**src/poll_pkg.sv**
```systemverilog
// Purpose: shared constants and carriers for the multidrop polling master
// Assumes: byte-wide link and host streams
// Notes: poll frames are one address byte out, data bytes back, end byte closes (probe takes the first byte only); config frames are two bytes out
package poll_pkg;
  localparam int MAX_SLAVES = 31;
  localparam logic [4:0] MASTER_ADDR = 5'h00;
  localparam logic [4:0] FIRST_SLAVE = 5'h01;
  localparam logic [7:0] CHAR_FOUND = 8'h53;
  localparam logic [7:0] CHAR_TIMEOUT = 8'h54;
  localparam logic [7:0] CHAR_ZERO = 8'h30;
  localparam logic [7:0] CHAR_CR = 8'h0D;
  localparam logic [7:0] POLL_FLAG = 8'h80;
  localparam logic [7:0] CFG_FLAG = 8'hC0;
  localparam logic [7:0] END_BYTE = 8'h03;
  localparam int CLK_MHZ = 250;
  localparam int RESP_TIMEOUT_US = 100;
  localparam int RESP_TIMEOUT_CYC = RESP_TIMEOUT_US * CLK_MHZ;

  typedef struct packed {
    logic [7:0] data;
    logic last;
  } byte_s;

  typedef struct packed {
    logic [4:0] addr;
    logic [7:0] data;
  } cfg_s;

  typedef enum logic [3:0] {
    ST_IDLE = 4'b0000,
    ST_SEND = 4'b0001,
    ST_WAIT = 4'b0010,
    ST_FWD = 4'b0011,
    ST_TENS = 4'b0100,
    ST_ONES = 4'b0101,
    ST_MARK = 4'b0110,
    ST_EOL = 4'b0111,
    ST_NEXT = 4'b1000,
    ST_CFG = 4'b1001
  } poll_state_e;
endpackage : poll_pkg

```
**src/skid_buf.sv**
```systemverilog
// Purpose: two-entry buffer between collected slave data and the host port
// Assumes: single clock, synchronous active-high reset
// Notes: in_ready depends only on state; while full, report bytes wait but slave bytes offered in ST_FWD are lost
`timescale 1ns/1ps
module skid_buf #(
  parameter int W = 9
) (
  // clock and reset
  input wire logic clk_sys,
  input wire logic rst,
  // fill side
  input wire logic in_valid,
  output logic in_ready,
  input wire logic [W-1:0] in_data,
  // drain side
  output logic out_valid,
  input wire logic out_ready,
  output logic [W-1:0] out_data
);
  logic [W-1:0] mem_q [2];
  logic wp_q;
  logic rp_q;
  logic [1:0] cnt_q;
  logic [1:0] cnt_d;
  logic vld_q;
  logic push;
  logic pop;

  assign push = in_valid && in_ready;
  assign pop = out_valid && out_ready;
  assign cnt_d = cnt_q + {1'b0, push} - {1'b0, pop};
  assign in_ready = (cnt_q != 2'h2);
  // valid kept in its own flop so the host sees a registered strobe
  assign out_valid = vld_q;
  assign out_data = mem_q[rp_q];

  always_ff @(posedge clk_sys) begin
    if (push) begin
      mem_q[wp_q] <= in_data;
    end
  end

  always_ff @(posedge clk_sys) begin
    if (rst) begin
      wp_q <= 1'b0;
      rp_q <= 1'b0;
      cnt_q <= 2'h0;
      vld_q <= 1'b0;
    end else begin
      if (push) begin
        wp_q <= ~wp_q;
      end
      if (pop) begin
        rp_q <= ~rp_q;
      end
      cnt_q <= cnt_d;
      vld_q <= (cnt_d != 2'h0);
    end
  end
endmodule : skid_buf

```
**src/poll_master.sv**
```systemverilog
// Purpose: polling master of a two-wire multidrop reader network
// Assumes: byte-level UART framing and the RS-485 driver sit outside
// Notes: power-up probe reports each address, then cyclic polling
`timescale 1ns/1ps
module poll_master
  import poll_pkg::*;
#(
  parameter int TIMEOUT_CYC = poll_pkg::RESP_TIMEOUT_CYC
) (
  // clock and reset
  input wire logic clk_sys,
  input wire logic rst,
  // setting
  input wire logic [4:0] last_slave,
  // bus transmit stream
  output poll_pkg::byte_s bus_tx,
  output logic bus_tx_valid,
  input wire logic bus_tx_ready,
  output logic bus_drive_en,
  // bus receive stream, asynchronous pin side
  input wire logic [7:0] bus_rx_data,
  input wire logic bus_rx_stb,
  // host transmit stream
  output poll_pkg::byte_s host_tx,
  output logic host_tx_valid,
  input wire logic host_tx_ready,
  // configuration relay request
  input wire poll_pkg::cfg_s cfg_req,
  input wire logic cfg_valid,
  output logic cfg_ready,
  // status
  output logic init_done,
  output logic [MAX_SLAVES:1] alive_map,
  output logic termination_supply
);
  import poll_pkg::*;

  localparam int TW = $clog2(TIMEOUT_CYC + 1);

  poll_state_e state_q;
  logic [4:0] addr_q;
  logic [4:0] last_s1_q;
  logic [4:0] last_q;
  logic init_q;
  logic found_q;
  logic [TW-1:0] tmr_q;
  logic [MAX_SLAVES:1] alive_q;
  logic [7:0] rx_data_s1_q;
  logic [7:0] rx_data_s2_q;
  logic rx_stb_s1_q;
  logic rx_stb_s2_q;
  logic rx_stb_s3_q;
  logic rx_new;
  byte_s tx_q;
  logic tx_valid_q;
  byte_s buf_in;
  logic buf_valid;
  logic buf_ready;
  byte_s buf_out;
  logic buf_out_valid;
  cfg_s cfg_q;

  // ******************************************
  // helpers
  // ******************************************
  function automatic logic [7:0] tens_char(input logic [4:0] a);
    tens_char = CHAR_ZERO + 8'(a / 5'h0A);
  endfunction : tens_char

  function automatic logic [7:0] ones_char(input logic [4:0] a);
    ones_char = CHAR_ZERO + 8'(a % 5'h0A);
  endfunction : ones_char

  function automatic logic [4:0] clamp_last(input logic [4:0] v);
    clamp_last = (v > 5'(MAX_SLAVES)) ? 5'(MAX_SLAVES) : v;
  endfunction : clamp_last

  // ******************************************
  // receive synchroniser
  // ******************************************
  always_ff @(posedge clk_sys) begin
    if (rst) begin
      rx_stb_s1_q <= 1'b0;
      rx_stb_s2_q <= 1'b0;
      rx_stb_s3_q <= 1'b0;
      rx_data_s1_q <= 8'h00;
      rx_data_s2_q <= 8'h00;
    end else begin
      rx_stb_s1_q <= bus_rx_stb;
      rx_stb_s2_q <= rx_stb_s1_q;
      rx_stb_s3_q <= rx_stb_s2_q;
      rx_data_s1_q <= bus_rx_data;
      rx_data_s2_q <= rx_data_s1_q;
    end
  end

  assign rx_new = rx_stb_s2_q && !rx_stb_s3_q;

  // ******************************************
  // setting capture
  // ******************************************
  // two-flop capture, no reset: settled before release, so no false zero
  always_ff @(posedge clk_sys) begin
    last_s1_q <= last_slave;
    last_q <= clamp_last(last_s1_q);
  end

  // ******************************************
  // sequencer
  // ******************************************
  always_ff @(posedge clk_sys) begin
    if (rst) begin
      state_q <= ST_IDLE;
      addr_q <= FIRST_SLAVE;
      init_q <= 1'b1;
      found_q <= 1'b0;
      tmr_q <= '0;
      tx_q <= '0;
      tx_valid_q <= 1'b0;
      cfg_q <= '0;
    end else begin
      unique case (state_q)
        ST_IDLE: begin
          if (last_q == MASTER_ADDR) begin
            init_q <= 1'b0;
          end else if (!init_q && cfg_valid) begin
            cfg_q <= cfg_req;
            tx_q <= '{data: CFG_FLAG | 8'(cfg_req.addr), last: 1'b0};
            tx_valid_q <= 1'b1;
            state_q <= ST_CFG;
          end else if (addr_q > last_q) begin
            state_q <= ST_NEXT;
          end else if (init_q || alive_q[addr_q]) begin
            tx_q <= '{data: POLL_FLAG | 8'(addr_q), last: 1'b1};
            tx_valid_q <= 1'b1;
            state_q <= ST_SEND;
          end else begin
            state_q <= ST_NEXT;
          end
        end
        ST_CFG: begin
          if (tx_valid_q && bus_tx_ready) begin
            if (tx_q.last) begin
              tx_valid_q <= 1'b0;
              state_q <= ST_IDLE;
            end else begin
              tx_q <= '{data: cfg_q.data, last: 1'b1};
            end
          end
        end
        ST_SEND: begin
          if (bus_tx_ready) begin
            tx_valid_q <= 1'b0;
            tmr_q <= TW'(TIMEOUT_CYC);
            found_q <= 1'b0;
            state_q <= init_q ? ST_WAIT : ST_FWD;
          end
        end
        ST_WAIT: begin
          if (rx_new) begin
            found_q <= 1'b1;
            state_q <= ST_TENS;
          end else if (tmr_q == '0) begin
            state_q <= ST_TENS;
          end else begin
            tmr_q <= tmr_q - TW'(1);
          end
        end
        ST_FWD: begin
          if (rx_new && buf_ready) begin
            tmr_q <= TW'(TIMEOUT_CYC);
            if (rx_data_s2_q == END_BYTE) begin
              state_q <= ST_NEXT;
            end
          end else if (tmr_q == '0) begin
            state_q <= ST_NEXT;
          end else begin
            tmr_q <= tmr_q - TW'(1);
          end
        end
        ST_TENS: begin
          if (buf_ready) begin
            state_q <= ST_ONES;
          end
        end
        ST_ONES: begin
          if (buf_ready) begin
            state_q <= ST_MARK;
          end
        end
        ST_MARK: begin
          if (buf_ready) begin
            state_q <= ST_EOL;
          end
        end
        ST_EOL: begin
          if (buf_ready) begin
            state_q <= ST_NEXT;
          end
        end
        ST_NEXT: begin
          if (addr_q >= last_q) begin
            addr_q <= FIRST_SLAVE;
            init_q <= 1'b0;
          end else begin
            addr_q <= addr_q + 5'h01;
          end
          state_q <= ST_IDLE;
        end
        default: begin
          state_q <= ST_IDLE;
        end
      endcase
    end
  end

  // ******************************************
  // live slave map
  // ******************************************
  always_ff @(posedge clk_sys) begin
    if (rst) begin
      alive_q <= '0;
    end else if (state_q == ST_WAIT && rx_new) begin
      alive_q[addr_q] <= 1'b1;
    end else if (state_q == ST_WAIT && tmr_q == '0) begin
      alive_q[addr_q] <= 1'b0;
    end
  end

  // ******************************************
  // host byte source
  // ******************************************
  always_comb begin
    buf_in = '0;
    buf_valid = 1'b0;
    unique case (state_q)
      ST_FWD: begin
        buf_in = '{data: rx_data_s2_q, last: (rx_data_s2_q == END_BYTE)};
        buf_valid = rx_new;
      end
      ST_TENS: begin
        buf_in = '{data: tens_char(addr_q), last: 1'b0};
        buf_valid = 1'b1;
      end
      ST_ONES: begin
        buf_in = '{data: ones_char(addr_q), last: 1'b0};
        buf_valid = 1'b1;
      end
      ST_MARK: begin
        buf_in = '{data: found_q ? CHAR_FOUND : CHAR_TIMEOUT, last: 1'b0};
        buf_valid = 1'b1;
      end
      ST_EOL: begin
        buf_in = '{data: CHAR_CR, last: 1'b1};
        buf_valid = 1'b1;
      end
      default: begin
        buf_in = '0;
        buf_valid = 1'b0;
      end
    endcase
  end

  skid_buf #(
    .W($bits(byte_s))
  ) u_buf (
    .clk_sys(clk_sys),
    .rst(rst),
    .in_valid(buf_valid),
    .in_ready(buf_ready),
    .in_data(buf_in),
    .out_valid(buf_out_valid),
    .out_ready(host_tx_ready),
    .out_data(buf_out)
  );

  // ******************************************
  // registered outputs
  // ******************************************
  always_ff @(posedge clk_sys) begin
    if (rst) begin
      bus_drive_en <= 1'b0;
      init_done <= 1'b0;
      alive_map <= '0;
      termination_supply <= 1'b0;
      cfg_ready <= 1'b0;
    end else begin
      bus_drive_en <= tx_valid_q;
      init_done <= !init_q;
      alive_map <= alive_q;
      termination_supply <= 1'b1;
      cfg_ready <= (state_q == ST_IDLE) && !init_q && cfg_valid && !cfg_ready &&
                   (last_q != MASTER_ADDR);
    end
  end

  assign bus_tx = tx_q;
  assign bus_tx_valid = tx_valid_q;
  assign host_tx = buf_out;
  assign host_tx_valid = buf_out_valid;
endmodule : poll_master

```
**config.mk**
```make
export PLATFORM = sky130hd
export DESIGN_NAME = poll_master
export DESIGN_NICKNAME = d
export VERILOG_FILES = /design/src/poll_pkg.sv /design/src/skid_buf.sv /design/src/poll_master.sv
export SDC_FILE = /design/constraint.sdc
export NUM_CORES = 1
export LEC_CHECK = 0
export BUFFER_PORTS_ARGS = -buffer_cell sky130_fd_sc_hd__buf_4
export CORE_MARGIN = 4
export CORE_UTILIZATION = 35
export DETAILED_ROUTE_END_ITERATION = 6
export PLACE_DENSITY_LB_ADDON = 0.05
export SLEW_MARGIN = 20
export SYNTH_ARGS = -nofsm -noshare
export SYNTH_HDL_FRONTEND = slang
export SYNTH_SLANG_ARGS = --single-unit
```
**constraint.sdc**
```tcl
create_clock -name clk_sys -period 2.93 [get_ports clk_sys]
set_input_delay 0.4395 -clock clk_sys [delete_from_list [all_inputs] [get_ports clk_sys]]
set_output_delay 0.4395 -clock clk_sys [all_outputs]
set_load 0.05 [all_outputs]
```
==> PnR_summary.wiki <==
{| class="wikitable"
! Metric !! Value
|-
| Depth of the worst register-to-register path || 7
|-
| Number of max-slew violations in the final report || 0
|-
| Share of cells above drive strength 1 || about a fifth
|-
| Leakage power figure || 3.75 nW
|-
| Multi-input logic area || 3000 um2
|-
| Yosys warning total || 0
|-
| Unrepaired setup endpoints after global routing || no
|-
| DR iter-0 viols || 355
|-
| TritonCTS clock tree || built
|-
| Met3 layer usage reported by global route || 3.31%
|-
| Most area-hungry cell type in the Yosys netlist || dfxtp_1
|-
| Count of boundary I/O pins || 87
|-
| Cells on Worst Hold Path || 1
|-
| IR drop worst, VDD || about 0.48 mV
|-
| Core outline area || approximately 19,000 um2
|-
| Floorplan die width || 148 um
|-
| Number of remaining DRC errors || 0
|-
| Total of max-cap violations || 0
|-
| Flop pwr share || 38.1%
|-
| Hold Crit Endpoint || last_s1_q[1]$_DFF_P_
|-
| Post-DR vias/cell || 4.84
|-
| Number of cells produced by synthesis || 739
|-
| Clk pin slew, worst setup/hold paths || 0.07 ns
|-
| Buffer count from post-CTS setup fixing || 0
|-
| Initial antenna violation count || 0
|-
| Signed area change from the synthesized netlist to the final layout || 24.1%
|-
| Share of total power consumed by net switching || 33.1%
|-
| First-pass iteration count of the detailed router || 5
|-
| Data arrival, critical path || 3.01 ns
|-
| Antenna diode count || 0
|-
| Worst hold start || last_slave[1]
|-
| Vias after detailed routing || 5,334
|-
| Core Rows || 50
|-
| Final #Nets || 874
|-
| Top Usage Layer GRT || met2
|-
| Critical path class || reg2reg
|-
| Number of synthesized flops with an enable pin || 18
|-
| Detailed placer's ending HPWL || 12.0 mm
|-
| Time the final worst path needs with I/O delays and setup || 2.71 ns
|-
| Summed instance area of the synthesized netlist || 6820 um2
|-
| Count of final hold-check violations || 0
|-
| Total design power || a little over 7 mW
|-
| Fraction of power consumed by combinational cells || 28.6%
|-
| Clock latency of the later-clocked register in the worst-skew pair || 0.43 ns
|-
| Met1 demand-to-capacity share in global routing || 20.8%
|-
| Vertical extent of the die || 148 um
|-
| Number of flip-flops and latches in the synthesized netlist || between 150 and 200
|-
| Global-route met2 utilization || 24.9%
|-
| Async set-reset flop share out of synthesis || 0%
|-
| Avg Synthesized Cell Area || slightly above 9 um2
|-
| Switching component of the power || between 2 and 2.5 mW
|-
| Global-route wire length before repair || 27.5 mm
|-
| Power per standard cell area || 845 nW/um2
|-
| Synth Flop Type || dfxtp_1
|-
| Final period utilization || 92.7%
|-
| Sequential cell area || about 3400 um2
|-
| CTS Hold Buffers Added || 0
|-
| Count of port buffers added during placement || 86
|-
| Share of the synthesized area in the top cell type || 42.6%
|-
| Global-route usage over all layers || 15.6%
|-
| Number of global-route vias before repair || 5,379
|-
| Clock group share of total power || around a third
|-
| Actual transition at the worst max-transition pin || 0.696 ns
|-
| Synthesized Nets || 784
|-
| Quantity of gates resized following cts || 0
|-
| CTS H-Tree Depth || 4
|-
| Outcome || finished clean
|-
| R2R Path Start || tmr_q[4]$_SDFFE_PP0P_
|-
| Sequential-to-total area share from yosys stat || 50.5%
|-
| Maximum number of pins on one net before global-route repair || 38
|-
| Min-delay worst type || in2reg
|-
| Area of the die || 21,800 um2
|-
| Synth unique cells || 64
|-
| Post-route non-filler standard cell count || 1,102
|-
| Fill cell total of the finished layout || 1,870
|-
| Setup slack, reg-to-reg || 0.22 ns
|-
| Effective utilization at floorplan || 36.0%
|-
| Internal Dissipation || 4.78 mW
|-
| Top fanout value on the critical path || 8
|-
| Bufs on Longest Clock Path || 2
|-
| Number of failing setup endpoints in the final timing report || 0
|-
| Clock sink total || 163
|-
| Maximum clock rate || 368 MHz
|-
| Clock buffers created by TritonCTS || 17
|-
| Number of routed nets with antenna violations || 0
|-
| Clock root buffer || clkbuf_16
|-
| Remaining max-slew budget at the tightest pin || 53.6%
|-
| Setup crit end kind || register
|-
| Top cells by area in the synthesized netlist || dfxtp_1, edfxtp_1, nand2_1
|-
| Worst clock skew || 0.0129 ns
|-
| WL final || 16.5 mm
|-
| Routed length per placed instance || 15.0 um
|-
| Worst setup SP type || register
|-
| GPL Wtd Cong || 0.812
|-
| Total congestion overflow || 0
|-
| Total negative slack || 0 ns
|-
| Post-Place Cells || 1,070
|-
| Required @ worst endpoint || 3.23 ns
|}
synthesized netlist by cell type (5+ instances only):
library cell and number:
dfxtp_1 145, nand2_1 116, nor2_1 55, inv_1 48, a21oi_1 45, clkbuf_1 35, mux2i_1 35, nor2b_1 32
o21ai_0 21, edfxtp_1 18, mux2_2 17, nand3_1 17, ha_1 13, nor3_1 12, xor2_1 9, xnor2_1 8
and2_1 7, nand3b_1 6, nand4_1 6, nor3b_1 6, a211o_1 5, nand2b_1 5, o311ai_0 5
cells in the final DEF (no fill, tap or decap), types with 3 or more instances in the layout:
cell and instances:
dfxtp_1 145, nand2_1 116, buf_4 115, nor2_1 55
inv_1 48, a21oi_1 45, mux2i_1 35, nor2b_1 32
o21ai_0 21, clkbuf_16 18, edfxtp_1 18, nand3_1 17
mux2_2 17, ha_1 13, nor3_1 12, xor2_1 9
xnor2_1 8, and2_1 7, nor3b_1 6, nand4_1 6
nand3b_1 6, inv_6 6, nand2b_1 5, a211o_1 5
o311ai_0 5, a211oi_1 4, a21o_1 4, and3_1 4
a31oi_1 3, and3b_1 3, or3_1 3, mux4_2 3
o211ai_1 3, clkinvlp_4 3, bufinv_16 3
layer usage:
layer  vias to the layer above  part of all wire, %
met5                         -                    0
met4                         0                  1.9
met3                        24                  4.1
met2                       125                   47
met1                      2491                   47
li1                       2694                    -
power groups by stage:
stage | Clock [mW] | Combinational (mW) | Sequential, mW
after floorplan | 0 | 1.36 | 2.80
after global placement | 0 | 2.01 | 2.76
after detailed placement | 0 | 2.03 | 2.77
after CTS | 2.45 | 2.05 | 2.72
after global routing | 2.55 | 2.25 | 2.76
final | 2.38 | 2.04 | 2.72
per-stage QoR:
stage	utilization [%]	cell area [um2]	setup WS (ns)	hold slack [ns]
after floorplan	-	6820	0.533	0.382
after global placement	41.3	7830	0.243	0.312
after detailed placement	41.3	7830	0.207	0.314
after CTS	44.6	8460	0.195	0.0965
after global routing	44.6	8460	0.0427	0.0917
final	44.6	8460	0.215	0.113
cells by family (layout without fill, tap and decap cells):
logic type / after synthesis / after routing / share of synthesized area (%)
XOR/XNOR: 17 / 17 / 2.18
buffers and inverters: 95 / 198 / 5.47
multiplexers: 55 / 55 / 8.94
flip-flops: 163 / 163 / 50.5
AND/OR/NAND/NOR: 286 / 286 / 20.3
AO/OA/AOI/OAI: 110 / 110 / 10.2
adder cells (fa/ha/maj): 13 / 13 / 2.39
area by class of cell:
type                            instances  area share [%]
Sequential cell                       163            40.7
Clock inverter                         14            2.16
Tap cell                              260            3.85
Multi-Input combinational cell        481            35.5
Inverter                               51            2.26
Timing Repair Buffer                  115            10.2
Clock buffer                           18            5.32
critical path, cell delays in order (launching register included):
cell and delay, ns:
dfxtp_1 0.35, or4_4 0.57, or2_4 0.28, or4_4 0.51, a21boi_2 0.22, and2_1 0.40, nand2_1 0.13, mux2i_1 0.13
worst max-delay path by stage:
| stage | end | from | slack (ns) | cells after the start |
|---|---|---|---|---|
| floorplan | bus_tx[8]$_SDFFE_PP0P_ | addr_q[1]$_SDFFE_PP0N_ | 0.53 | 8 |
| global placement | register | tmr_q[4]$_SDFFE_PP0P_ | 0.24 | 7 |
| detailed placement | register | tmr_q[4]$_SDFFE_PP0P_ | 0.21 | 7 |
| CTS | register | tmr_q[4]$_SDFFE_PP0P_ | 0.19 | 7 |
| global route | bus_tx[1]$_SDFFE_PP0P_ | addr_q[4]$_SDFFE_PP0N_ | 0.04 | 7 |
| finish | register | tmr_q[4]$_SDFFE_PP0P_ | 0.22 | 7 |
(Power assumes the default switching activity.)
